[config.mk]
export PLATFORM = sky130hd
export DESIGN_NAME = rbc_regs
export DESIGN_NICKNAME = d
export VERILOG_FILES = /design/src/rbc_pkg.sv /design/src/rbc_regs.sv
export SDC_FILE = /design/constraint.sdc
export NUM_CORES = 1
export LEC_CHECK = 0
export ABC_AREA = 1
export ABC_CLOCK_PERIOD_IN_PS = 3200
export BUFFER_PORTS_ARGS = -buffer_cell sky130_fd_sc_hd__buf_2
export CORE_MARGIN = 5
export CORE_UTILIZATION = 40
export CTS_CLUSTER_DIAMETER = 40
export DETAILED_ROUTE_END_ITERATION = 10
export RECOVER_POWER = 25
export SLEW_MARGIN = 20
export SYNTH_ARGS = -nofsm -noshare
export SYNTH_HDL_FRONTEND = slang
export SYNTH_SLANG_ARGS = --single-unit
[constraint.sdc]
create_clock -name clk -period 3.2 [get_ports clk]
set_clock_uncertainty 0.05 [all_clocks]
set_input_delay 0.32 -clock clk [delete_from_list [all_inputs] [get_ports clk]]
set_output_delay 0.32 -clock clk [all_outputs]
set_load 0.05 [all_outputs]
[src/rbc_pkg.sv]
`default_nettype none
package rbc_pkg;
  // ----------------------------------------
  // register indices; the byte address is four times the index
  // ----------------------------------------
  localparam logic [7:0] IDX_SLEEP = 8'h35;
  localparam logic [7:0] IDX_RFMODE = 8'h36;
  localparam logic [7:0] IDX_SEC2 = 8'h37;
  localparam logic [7:0] IDX_RATE = 8'h38;
  localparam logic [7:0] IDX_POLARITY = 8'h39;
  localparam logic [7:0] IDX_CCA = 8'h3A;
  localparam logic [7:0] IDX_PREAMBLE = 8'h3B;
  localparam logic [7:0] IDX_CSPRE = 8'h3C;
  localparam logic [7:0] IDX_STRENGTH = 8'h3E;
  // ----------------------------------------
  // field positions
  // ----------------------------------------
  localparam int BIT_SLEEP_CMD = 7;
  localparam int BIT_RF_RESET = 2;
  localparam int BIT_DECRYPT = 7;
  localparam int BIT_ENCRYPT = 6;
  localparam int BIT_SINGLE_MEAS = 7;
  localparam int BIT_PER_PACKET = 6;
  localparam int BIT_RESULT_READY = 0;
  // ----------------------------------------
  // writable masks and reset values
  // ----------------------------------------
  localparam logic [7:0] MASK_SLEEP = 8'h7F;
  localparam logic [7:0] MASK_RFMODE = 8'h1F;
  localparam logic [7:0] MASK_SEC2 = 8'h3F;
  localparam logic [7:0] MASK_RATE = 8'h01;
  localparam logic [7:0] MASK_POLARITY = 8'h04;
  localparam logic [7:0] MASK_CCA = 8'hFC;
  localparam logic [7:0] MASK_PREAMBLE = 8'hFE;
  localparam logic [7:0] MASK_CSPRE = 8'hFC;
  localparam logic [7:0] MASK_STRENGTH = 8'h40;
  localparam logic [7:0] RST_ZERO = 8'h00;
  localparam logic [7:0] RST_CCA = 8'h48;
  localparam logic [7:0] RST_PREAMBLE = 8'hD8;
  localparam logic [7:0] RST_CSPRE = 8'h9C;
  localparam logic [1:0] RESP_OKAY = 2'h0;
  localparam logic [1:0] RESP_SLVERR = 2'h2;
  // ----------------------------------------
  // timing
  // ----------------------------------------
  localparam int CLK_MHZ = 100;
  localparam int RF_CAL_US = 192;
  localparam int RF_CAL_CYCLES = RF_CAL_US * CLK_MHZ;
endpackage : rbc_pkg
`default_nettype wire

[src/rbc_regs.sv]
// The AXI4-Lite interface to the registers is this design's own decision.
`timescale 1ns/1ps
`default_nettype none
module rbc_regs #(
  parameter int CAL_CYCLES = rbc_pkg::RF_CAL_CYCLES
) (
  input wire logic clk,
  input wire logic reset,
  input wire logic [31:0] s_axi_awaddr,
  input wire logic s_axi_awvalid,
  output logic s_axi_awready,
  input wire logic [31:0] s_axi_wdata,
  input wire logic [3:0] s_axi_wstrb,
  input wire logic s_axi_wvalid,
  output logic s_axi_wready,
  output logic [1:0] s_axi_bresp,
  output logic s_axi_bvalid,
  input wire logic s_axi_bready,
  input wire logic [31:0] s_axi_araddr,
  input wire logic s_axi_arvalid,
  output logic s_axi_arready,
  output logic [31:0] s_axi_rdata,
  output logic [1:0] s_axi_rresp,
  output logic s_axi_rvalid,
  input wire logic s_axi_rready,
  input wire logic cryptoDone,
  input wire logic strengthDone,
  output logic sleepRequest,
  output logic [8:0] oscillatorWakeCount,
  output logic rfMachineReset,
  output logic rfCalibrating,
  output logic [1:0] rfModeBits,
  output logic decryptStart,
  output logic encryptStart,
  output logic cryptoBusy,
  output logic [2:0] slot2SuiteSelect,
  output logic [2:0] slot1SuiteSelect,
  output logic turboRate,
  output logic symbolSignInvert,
  output logic [1:0] channelAssessmentMode,
  output logic [3:0] assessmentCarrierThreshold,
  output logic [3:0] preambleValidThreshold,
  output logic [2:0] preambleDetectThreshold,
  output logic [2:0] carrierSenseThreshold,
  output logic [2:0] preambleCounterThreshold,
  output logic strengthStart,
  output logic perPacketStrength
);
  // ----------------------------------------
  // elaboration check
  // ----------------------------------------
  if (CAL_CYCLES < 1) begin : g_bad
    $error("CAL_CYCLES must be at least one");
  end
  // command bits are strobes, never stored, so the masks must leave them out
  if (rbc_pkg::MASK_SLEEP[rbc_pkg::BIT_SLEEP_CMD] != 1'b0) begin : g_bad_sleep
    $error("sleep mask must not keep the command bit");
  end
  if (rbc_pkg::MASK_SEC2[rbc_pkg::BIT_DECRYPT] != 1'b0) begin : g_bad_decrypt
    $error("security mask must not keep the decrypt bit");
  end
  if (rbc_pkg::MASK_SEC2[rbc_pkg::BIT_ENCRYPT] != 1'b0) begin : g_bad_encrypt
    $error("security mask must not keep the encrypt bit");
  end
  if (rbc_pkg::MASK_STRENGTH[rbc_pkg::BIT_SINGLE_MEAS] != 1'b0) begin : g_bad_measure
    $error("strength mask must not keep the measure bit");
  end

  // ----------------------------------------
  // state
  // ----------------------------------------
  typedef struct packed {
    logic aw;
    logic [7:0] awIdx;
    logic awBad;
    logic w;
    logic [7:0] wByte;
    logic wLane;
    logic bvalid;
    logic [1:0] bresp;
    logic rvalid;
    logic [7:0] rdata;
    logic [1:0] rresp;
    logic [7:0] sleepReg;
    logic [7:0] rfReg;
    logic [7:0] secReg;
    logic [7:0] rateReg;
    logic [7:0] polReg;
    logic [7:0] ccaReg;
    logic [7:0] preReg;
    logic [7:0] csReg;
    logic [7:0] strReg;
    logic decBusy;
    logic encBusy;
    logic measBusy;
    logic sleepPulse;
    logic decPulse;
    logic encPulse;
    logic measPulse;
    logic [31:0] calCount;
    logic awReady;
    logic wReady;
    logic arReady;
    logic calFlag;
    logic busyFlag;
  } rbc_state_s;

  rbc_state_s state_reg;
  rbc_state_s state_next;

  // word address to register index; misaligned or out of range maps to 0
  function automatic logic [8:0] rbc_decode(input logic [31:0] addr);
    logic [29:0] word;
    word = addr[31:2];
    if (addr[1:0] != 2'h0 || word > 30'h0FF) begin
      rbc_decode = {1'b1, 8'h00};
    end else begin
      rbc_decode = {1'b0, word[7:0]};
    end
  endfunction : rbc_decode

  function automatic logic rbc_known(input logic [7:0] idx);
    case (idx)
      rbc_pkg::IDX_SLEEP, rbc_pkg::IDX_RFMODE, rbc_pkg::IDX_SEC2, rbc_pkg::IDX_RATE,
      rbc_pkg::IDX_POLARITY, rbc_pkg::IDX_CCA, rbc_pkg::IDX_PREAMBLE,
      rbc_pkg::IDX_CSPRE, rbc_pkg::IDX_STRENGTH: rbc_known = 1'b1;
      default: rbc_known = 1'b0;
    endcase
  endfunction : rbc_known

  // a request outside the register set is answered with an error
  function automatic logic rbc_refused(input logic [8:0] dec);
    rbc_refused = dec[8] | ~rbc_known(dec[7:0]);
  endfunction : rbc_refused

  // ----------------------------------------
  // next state
  // ----------------------------------------
  always_comb begin
    logic [8:0] dec;
    logic [7:0] v;
    logic wrHit;
    dec = 9'h000;
    v = 8'h00;
    wrHit = 1'b0;
    state_next = state_reg;
    state_next.sleepPulse = 1'b0;
    state_next.decPulse = 1'b0;
    state_next.encPulse = 1'b0;
    state_next.measPulse = 1'b0;

    // address and data taken in either order, one write at a time
    if (!state_reg.aw && !state_reg.bvalid && s_axi_awvalid) begin
      dec = rbc_decode(s_axi_awaddr);
      state_next.aw = 1'b1;
      state_next.awIdx = dec[7:0];
      state_next.awBad = rbc_refused(dec);
    end
    if (!state_reg.w && !state_reg.bvalid && s_axi_wvalid) begin
      state_next.w = 1'b1;
      state_next.wByte = s_axi_wdata[7:0];
      state_next.wLane = s_axi_wstrb[0];
    end

    // hardware completion clears command bits; a new write below may set them again
    if (state_reg.decBusy && cryptoDone) begin
      state_next.decBusy = 1'b0;
    end
    if (state_reg.encBusy && cryptoDone) begin
      state_next.encBusy = 1'b0;
    end
    if (state_reg.measBusy && strengthDone) begin
      state_next.measBusy = 1'b0;
    end
    // calibration wait after the rf reset bit falls
    if (state_reg.calCount != 32'h0) begin
      state_next.calCount = state_reg.calCount - 32'h1;
    end

    // commit once both halves are held
    if (state_reg.aw && state_reg.w) begin
      state_next.aw = 1'b0;
      state_next.w = 1'b0;
      state_next.bvalid = 1'b1;
      state_next.bresp = state_reg.awBad ? rbc_pkg::RESP_SLVERR : rbc_pkg::RESP_OKAY;
      wrHit = ~state_reg.awBad & state_reg.wLane;
      v = state_reg.wByte;
    end
    if (wrHit) begin
      case (state_reg.awIdx)
        rbc_pkg::IDX_SLEEP: begin
          state_next.sleepReg = v & rbc_pkg::MASK_SLEEP;
          state_next.sleepPulse = v[rbc_pkg::BIT_SLEEP_CMD];
        end
        rbc_pkg::IDX_RFMODE: begin
          state_next.rfReg = v & rbc_pkg::MASK_RFMODE;
          if (state_reg.rfReg[rbc_pkg::BIT_RF_RESET] && !v[rbc_pkg::BIT_RF_RESET]) begin
            state_next.calCount = 32'(CAL_CYCLES);
          end
        end
        rbc_pkg::IDX_SEC2: begin
          state_next.secReg = v & rbc_pkg::MASK_SEC2;
          if (v[rbc_pkg::BIT_DECRYPT]) begin
            state_next.decBusy = 1'b1;
            state_next.decPulse = 1'b1;
          end
          if (v[rbc_pkg::BIT_ENCRYPT]) begin
            state_next.encBusy = 1'b1;
            state_next.encPulse = 1'b1;
          end
        end
        rbc_pkg::IDX_RATE: begin
          state_next.rateReg = v & rbc_pkg::MASK_RATE;
        end
        rbc_pkg::IDX_POLARITY: begin
          state_next.polReg = v & rbc_pkg::MASK_POLARITY;
        end
        rbc_pkg::IDX_CCA: begin
          state_next.ccaReg = v & rbc_pkg::MASK_CCA;
        end
        rbc_pkg::IDX_PREAMBLE: begin
          state_next.preReg = v & rbc_pkg::MASK_PREAMBLE;
        end
        rbc_pkg::IDX_CSPRE: begin
          state_next.csReg = v & rbc_pkg::MASK_CSPRE;
        end
        rbc_pkg::IDX_STRENGTH: begin
          state_next.strReg = v & rbc_pkg::MASK_STRENGTH;
          if (v[rbc_pkg::BIT_SINGLE_MEAS]) begin
            state_next.measBusy = 1'b1;
            state_next.measPulse = 1'b1;
          end
        end
        default: state_next.bresp = rbc_pkg::RESP_SLVERR;
      endcase
    end
    if (state_reg.bvalid && s_axi_bready) begin
      state_next.bvalid = 1'b0;
    end

    // read: answer one cycle after the address is taken
    if (!state_reg.rvalid && s_axi_arvalid) begin
      dec = rbc_decode(s_axi_araddr);
      state_next.rvalid = 1'b1;
      state_next.rresp = rbc_refused(dec) ? rbc_pkg::RESP_SLVERR : rbc_pkg::RESP_OKAY;
      case (dec[7:0])
        // command bits always read zero once cleared
        rbc_pkg::IDX_SLEEP: state_next.rdata = state_reg.sleepReg;
        rbc_pkg::IDX_RFMODE: state_next.rdata = state_reg.rfReg;
        rbc_pkg::IDX_SEC2: state_next.rdata = state_reg.secReg
          | {state_reg.decBusy, state_reg.encBusy, 6'h00};
        rbc_pkg::IDX_RATE: state_next.rdata = state_reg.rateReg;
        rbc_pkg::IDX_POLARITY: state_next.rdata = state_reg.polReg;
        rbc_pkg::IDX_CCA: state_next.rdata = state_reg.ccaReg;
        rbc_pkg::IDX_PREAMBLE: state_next.rdata = state_reg.preReg;
        rbc_pkg::IDX_CSPRE: state_next.rdata = state_reg.csReg;
        rbc_pkg::IDX_STRENGTH: state_next.rdata = state_reg.strReg
          | {state_reg.measBusy, 6'h00, ~state_reg.measBusy};
        default: state_next.rdata = 8'h00;
      endcase
      if (dec[8]) begin
        state_next.rdata = 8'h00;
      end
    end
    if (state_reg.rvalid && s_axi_rready) begin
      state_next.rvalid = 1'b0;
    end

    // readies and level flags are flops too, so derive them from the next state
    state_next.awReady = ~state_next.aw & ~state_next.bvalid;
    state_next.wReady = ~state_next.w & ~state_next.bvalid;
    state_next.arReady = ~state_next.rvalid;
    state_next.calFlag = (state_next.calCount != 32'h0);
    state_next.busyFlag = state_next.decBusy | state_next.encBusy;
  end

  // ----------------------------------------
  // registers
  // ----------------------------------------
  always_ff @(posedge clk) begin
    if (reset) begin
      state_reg <= '0;
      state_reg.awReady <= 1'b1;
      state_reg.wReady <= 1'b1;
      state_reg.arReady <= 1'b1;
      state_reg.sleepReg <= rbc_pkg::RST_ZERO;
      state_reg.rfReg <= rbc_pkg::RST_ZERO;
      state_reg.secReg <= rbc_pkg::RST_ZERO;
      state_reg.ccaReg <= rbc_pkg::RST_CCA;
      state_reg.preReg <= rbc_pkg::RST_PREAMBLE;
      state_reg.csReg <= rbc_pkg::RST_CSPRE;
    end else begin
      state_reg <= state_next;
    end
  end

  // ----------------------------------------
  // bus outputs
  // ----------------------------------------
  // readies are registered, so a request can never see a combinational loop
  assign s_axi_awready = state_reg.awReady;
  assign s_axi_wready = state_reg.wReady;
  assign s_axi_bvalid = state_reg.bvalid;
  assign s_axi_bresp = state_reg.bresp;
  assign s_axi_arready = state_reg.arReady;
  assign s_axi_rvalid = state_reg.rvalid;
  assign s_axi_rresp = state_reg.rresp;
  assign s_axi_rdata = {24'h000000, state_reg.rdata};

  // ----------------------------------------
  // sleep and rf control
  // ----------------------------------------
  // wake count is split across two registers but leaves as one word
  assign sleepRequest = state_reg.sleepPulse;
  assign oscillatorWakeCount = {state_reg.rfReg[4:3], state_reg.sleepReg[6:0]};
  assign rfMachineReset = state_reg.rfReg[rbc_pkg::BIT_RF_RESET];
  assign rfCalibrating = state_reg.calFlag;
  assign rfModeBits = state_reg.rfReg[1:0];

  // ----------------------------------------
  // security
  // ----------------------------------------
  // starts are one-cycle strobes; busy stays up until the engine reports done
  assign decryptStart = state_reg.decPulse;
  assign encryptStart = state_reg.encPulse;
  assign cryptoBusy = state_reg.busyFlag;
  assign slot2SuiteSelect = state_reg.secReg[5:3];
  assign slot1SuiteSelect = state_reg.secReg[2:0];

  // ----------------------------------------
  // baseband tuning
  // ----------------------------------------
  // plain fields, straight from the stored registers
  assign turboRate = state_reg.rateReg[0];
  assign symbolSignInvert = state_reg.polReg[2];
  assign channelAssessmentMode = state_reg.ccaReg[7:6];
  assign assessmentCarrierThreshold = state_reg.ccaReg[5:2];
  assign preambleValidThreshold = state_reg.preReg[7:4];
  assign preambleDetectThreshold = state_reg.preReg[3:1];
  assign carrierSenseThreshold = state_reg.csReg[7:5];
  assign preambleCounterThreshold = state_reg.csReg[4:2];

  // ----------------------------------------
  // signal strength
  // ----------------------------------------
  // one measurement per strobe; per-packet mode is a plain level
  assign strengthStart = state_reg.measPulse;
  assign perPacketStrength = state_reg.strReg[rbc_pkg::BIT_PER_PACKET];
endmodule : rbc_regs
`default_nettype wire

==> impl_metrics.yaml <==
outcome:
  status: "finished clean"
detailed_routing:
  drc: 0
  drtIter0Drc: 395
  drt_wl_total_mm: 18.9
  dr.pass1.iters: 5
  vias: 6526
  vias_per_cell: 4.88
  wire_per_inst_um: 14.2
  ant_nets: 0
floorplan:
  die_h_um: 138
  boundaryPins: 196
  die_area_um2: 19000
  num_rows: 46
  fp.coreArea_um2: 16000
  die_w_um: 138
  start_util_pct: 40.9
setup_path:
  critical_path_class: "reg2reg"
  worstSetupStartpointType: "flip-flop"
  cp-end-kind: "flip-flop"
  arrival_ns: 2.71
  cp.required_ns: 3.38
  path_max_fanout: 14
logic_synthesis:
  synth-xor-area-share_pct: 0.134
  synth_fa_ha_area_share_pct: 0.191
  yosys.area.top_type: "dfxtp_1"
  synth_top_family_by_area: "simple AND/OR/NAND/NOR gates"
  synth.distinct_cells: 39
  synthCells: 1012
  avgSynthCellArea_um2: 6.47
  synth_seq_cells: 117
  synth_area_um2: 6550
  synthMuxAreaShare_pct: 0
  ys_warn_count: 0
  ys_seq_area_share_pct: 35.8
  synth.top_cell.area_share_pct: 35.8
  synth-simple-area-share_pct: 36.5
  synth_compound_area_share_pct: 10.8
  synth.area.top_cells: "dfxtp_1, nand2_1, nor2_1, buf_4, inv_1"
sta:
  timing_hold_violations_final: 0
  fin_crit_sh_pct: 79.1
  fmax_mhz: 395
  final_max_slew_viol_count: 0
  setup_viol: 0
  fin_crit_ns: 2.53
  tightest_slew_ns: 1.45
  fin_setup_tns_ns: 0
  rsz0062_at_grt: "false"
  hold_slack_ns: 0.0906
  max-slew-margin-rel_pct: 3.36
global_routing:
  grt_pass1_wl_mm: 30.2
  grt.overflow.total: 0
  grt_max_degree: 64
  grt_pass1_vias: 6016
  antenna_found_initial: 0
  track_usage_pct: 20.2
clock_tree:
  cts_resized: 0
  cts_setup_buffers: 0
  clk_latency_ns: 0.42
  numCtsBuffers: 17
  hold_buffers: 0
  ctsHtreeMaxLevel: 4
  cts_root_buffer: "clkbuf_16"
  clk_pin_slew_ns: 0.06
  clockBufferDepth: 2
  cts_tree: "done"
  cts_sinks: 117
place:
  hpwl_mm: 14.5
  io_buffers: 143
  globalplace.congestion: 0.903
final_layout:
  syn2layout_area_growth_pct: 15.3
  fin_nets: 1217
  fin_util_pct: 47.2
  antenna_cells: 0
  drive_above_1_share_pct: 15.3
  fillerInstances: 1697
  largest_reg_flops: 55
run:
  maxCapViolCount: 0
worst_hold_path:
  worstHoldPathType: "in2reg"
pwr:
  peakVddDrop_v: 0.000469
  leakagePower_nw: 3.70
  p_per_area_nw_per_um2: 937
[synth_stat cells, drive strengths merged]
master and count:
a32oi 2, a311oi 1, a31oi 3, inv 110, conb 1, nor3 8
a41oi 1, xor2 1, o311ai 1, and2 2, clkinv 1, or2 9
nand2 218, nand3b 3, nor4 7, o32ai 1, clkbuf 12, buf 86
a21oi 48, ha 1, nand3 64, a211oi 5, nor2 213, nand4 31
o21ai 56, dfxtp 117, o211ai 10
[where the power goes]
group	switching (mW)	leakage, nW	internal [mW]
sequential	0.190	0.954	1.67
combinational	2.26	2.47	1.04
clock	0.725	0.277	1.17
[per-layer routing]
layer	vias to the layer above	GRT usage [%]	wire length (µm)
li1	3349	-	-
met1	2939	28.2	9070
met2	217	31.6	8450
met3	21	4.75	1130
met4	0	5.38	269
met5	-	0	0
[cell families (layout without fill, tap and decap cells)]
kind of cell / count (synthesis) / count (layout)
flops: 117 / 117
other cells: 1 / 25
fa+ha+maj: 1 / 1
simple gates: 555 / 555
xor+xnor: 1 / 1
buf+inv: 209 / 293
compound gates: 128 / 128
[per-stage QoR]
step	std cells	total power, mW	cell area (µm²)	setup slack, ns
6_report	1336	7.07	7550	0.670
3_3_place_gp	1304	5.12	7010	0.746
5_1_grt	1336	7.66	7550	0.401
4_1_cts	1336	7.08	7600	0.719
3_5_place_dp	1304	5.14	7010	0.738
2_1_floorplan	1036	4.40	6640	1.31
[final timing paths]
path                  start        endpoint  cells after the start  slack (ns)
max reg2reg    state_reg[5]   rfCalibrating                     15        0.67
max            state_reg[5]   rfCalibrating                     15        0.67
min reg2reg  s_axi_bresp[0]  s_axi_bresp[0]                      2        0.39
min            strengthDone   state_reg[41]                      2        0.09
[worst max-delay path, cell delays in order (launching register included)]
cell and delay (ns):
dfxtp_1 0.30, inv_1 0.08, ha_1 0.26, nand2_1 0.09, nor2_2 0.15, nand2_1 0.17
nor2_1 0.17, nand2_2 0.20, nand2_1 0.15, nand2_1 0.05, nand3_1 0.09, nand2_1 0.07
nor2_1 0.12, nand2_1 0.08, nor2_1 0.20, a21oi_1 0.10
[cell usage in the layout, fill, tap and decap left out, types with 3 or more instances in the layout]
master,instances
buf_2,106
or2_2,9
a211oi_1,5
a21oi_1,48
o21ai_0,56
nor2_1,205
nor2_2,7
o211ai_1,10
conb_1,25
inv_1,108
nand2_1,215
nand2_2,3
nand3b_1,3
clkbuf_1,39
nand3_1,63
inv_6,4
nor4_1,7
clkinvlp_4,4
nor3_1,6
a31oi_1,3
clkbuf_16,17
nand4_1,29
dfxtp_1,117
buf_4,5
[cell type report]
class / instances / area, µm² / share of cell area, %
Inverter: 111 / 418 / 5.54
Sequential cell: 117 / 2340 / 31.0
Multi-Input combinational cell: 710 / 3210 / 42.5
Clock inverter: 13 / 148 / 1.96
Timing Repair Buffer: 150 / 716 / 9.48
Tap cell: 216 / 270 / 3.58
Clock buffer: 19 / 443 / 5.87
Power figures use the tool's default switching activity.
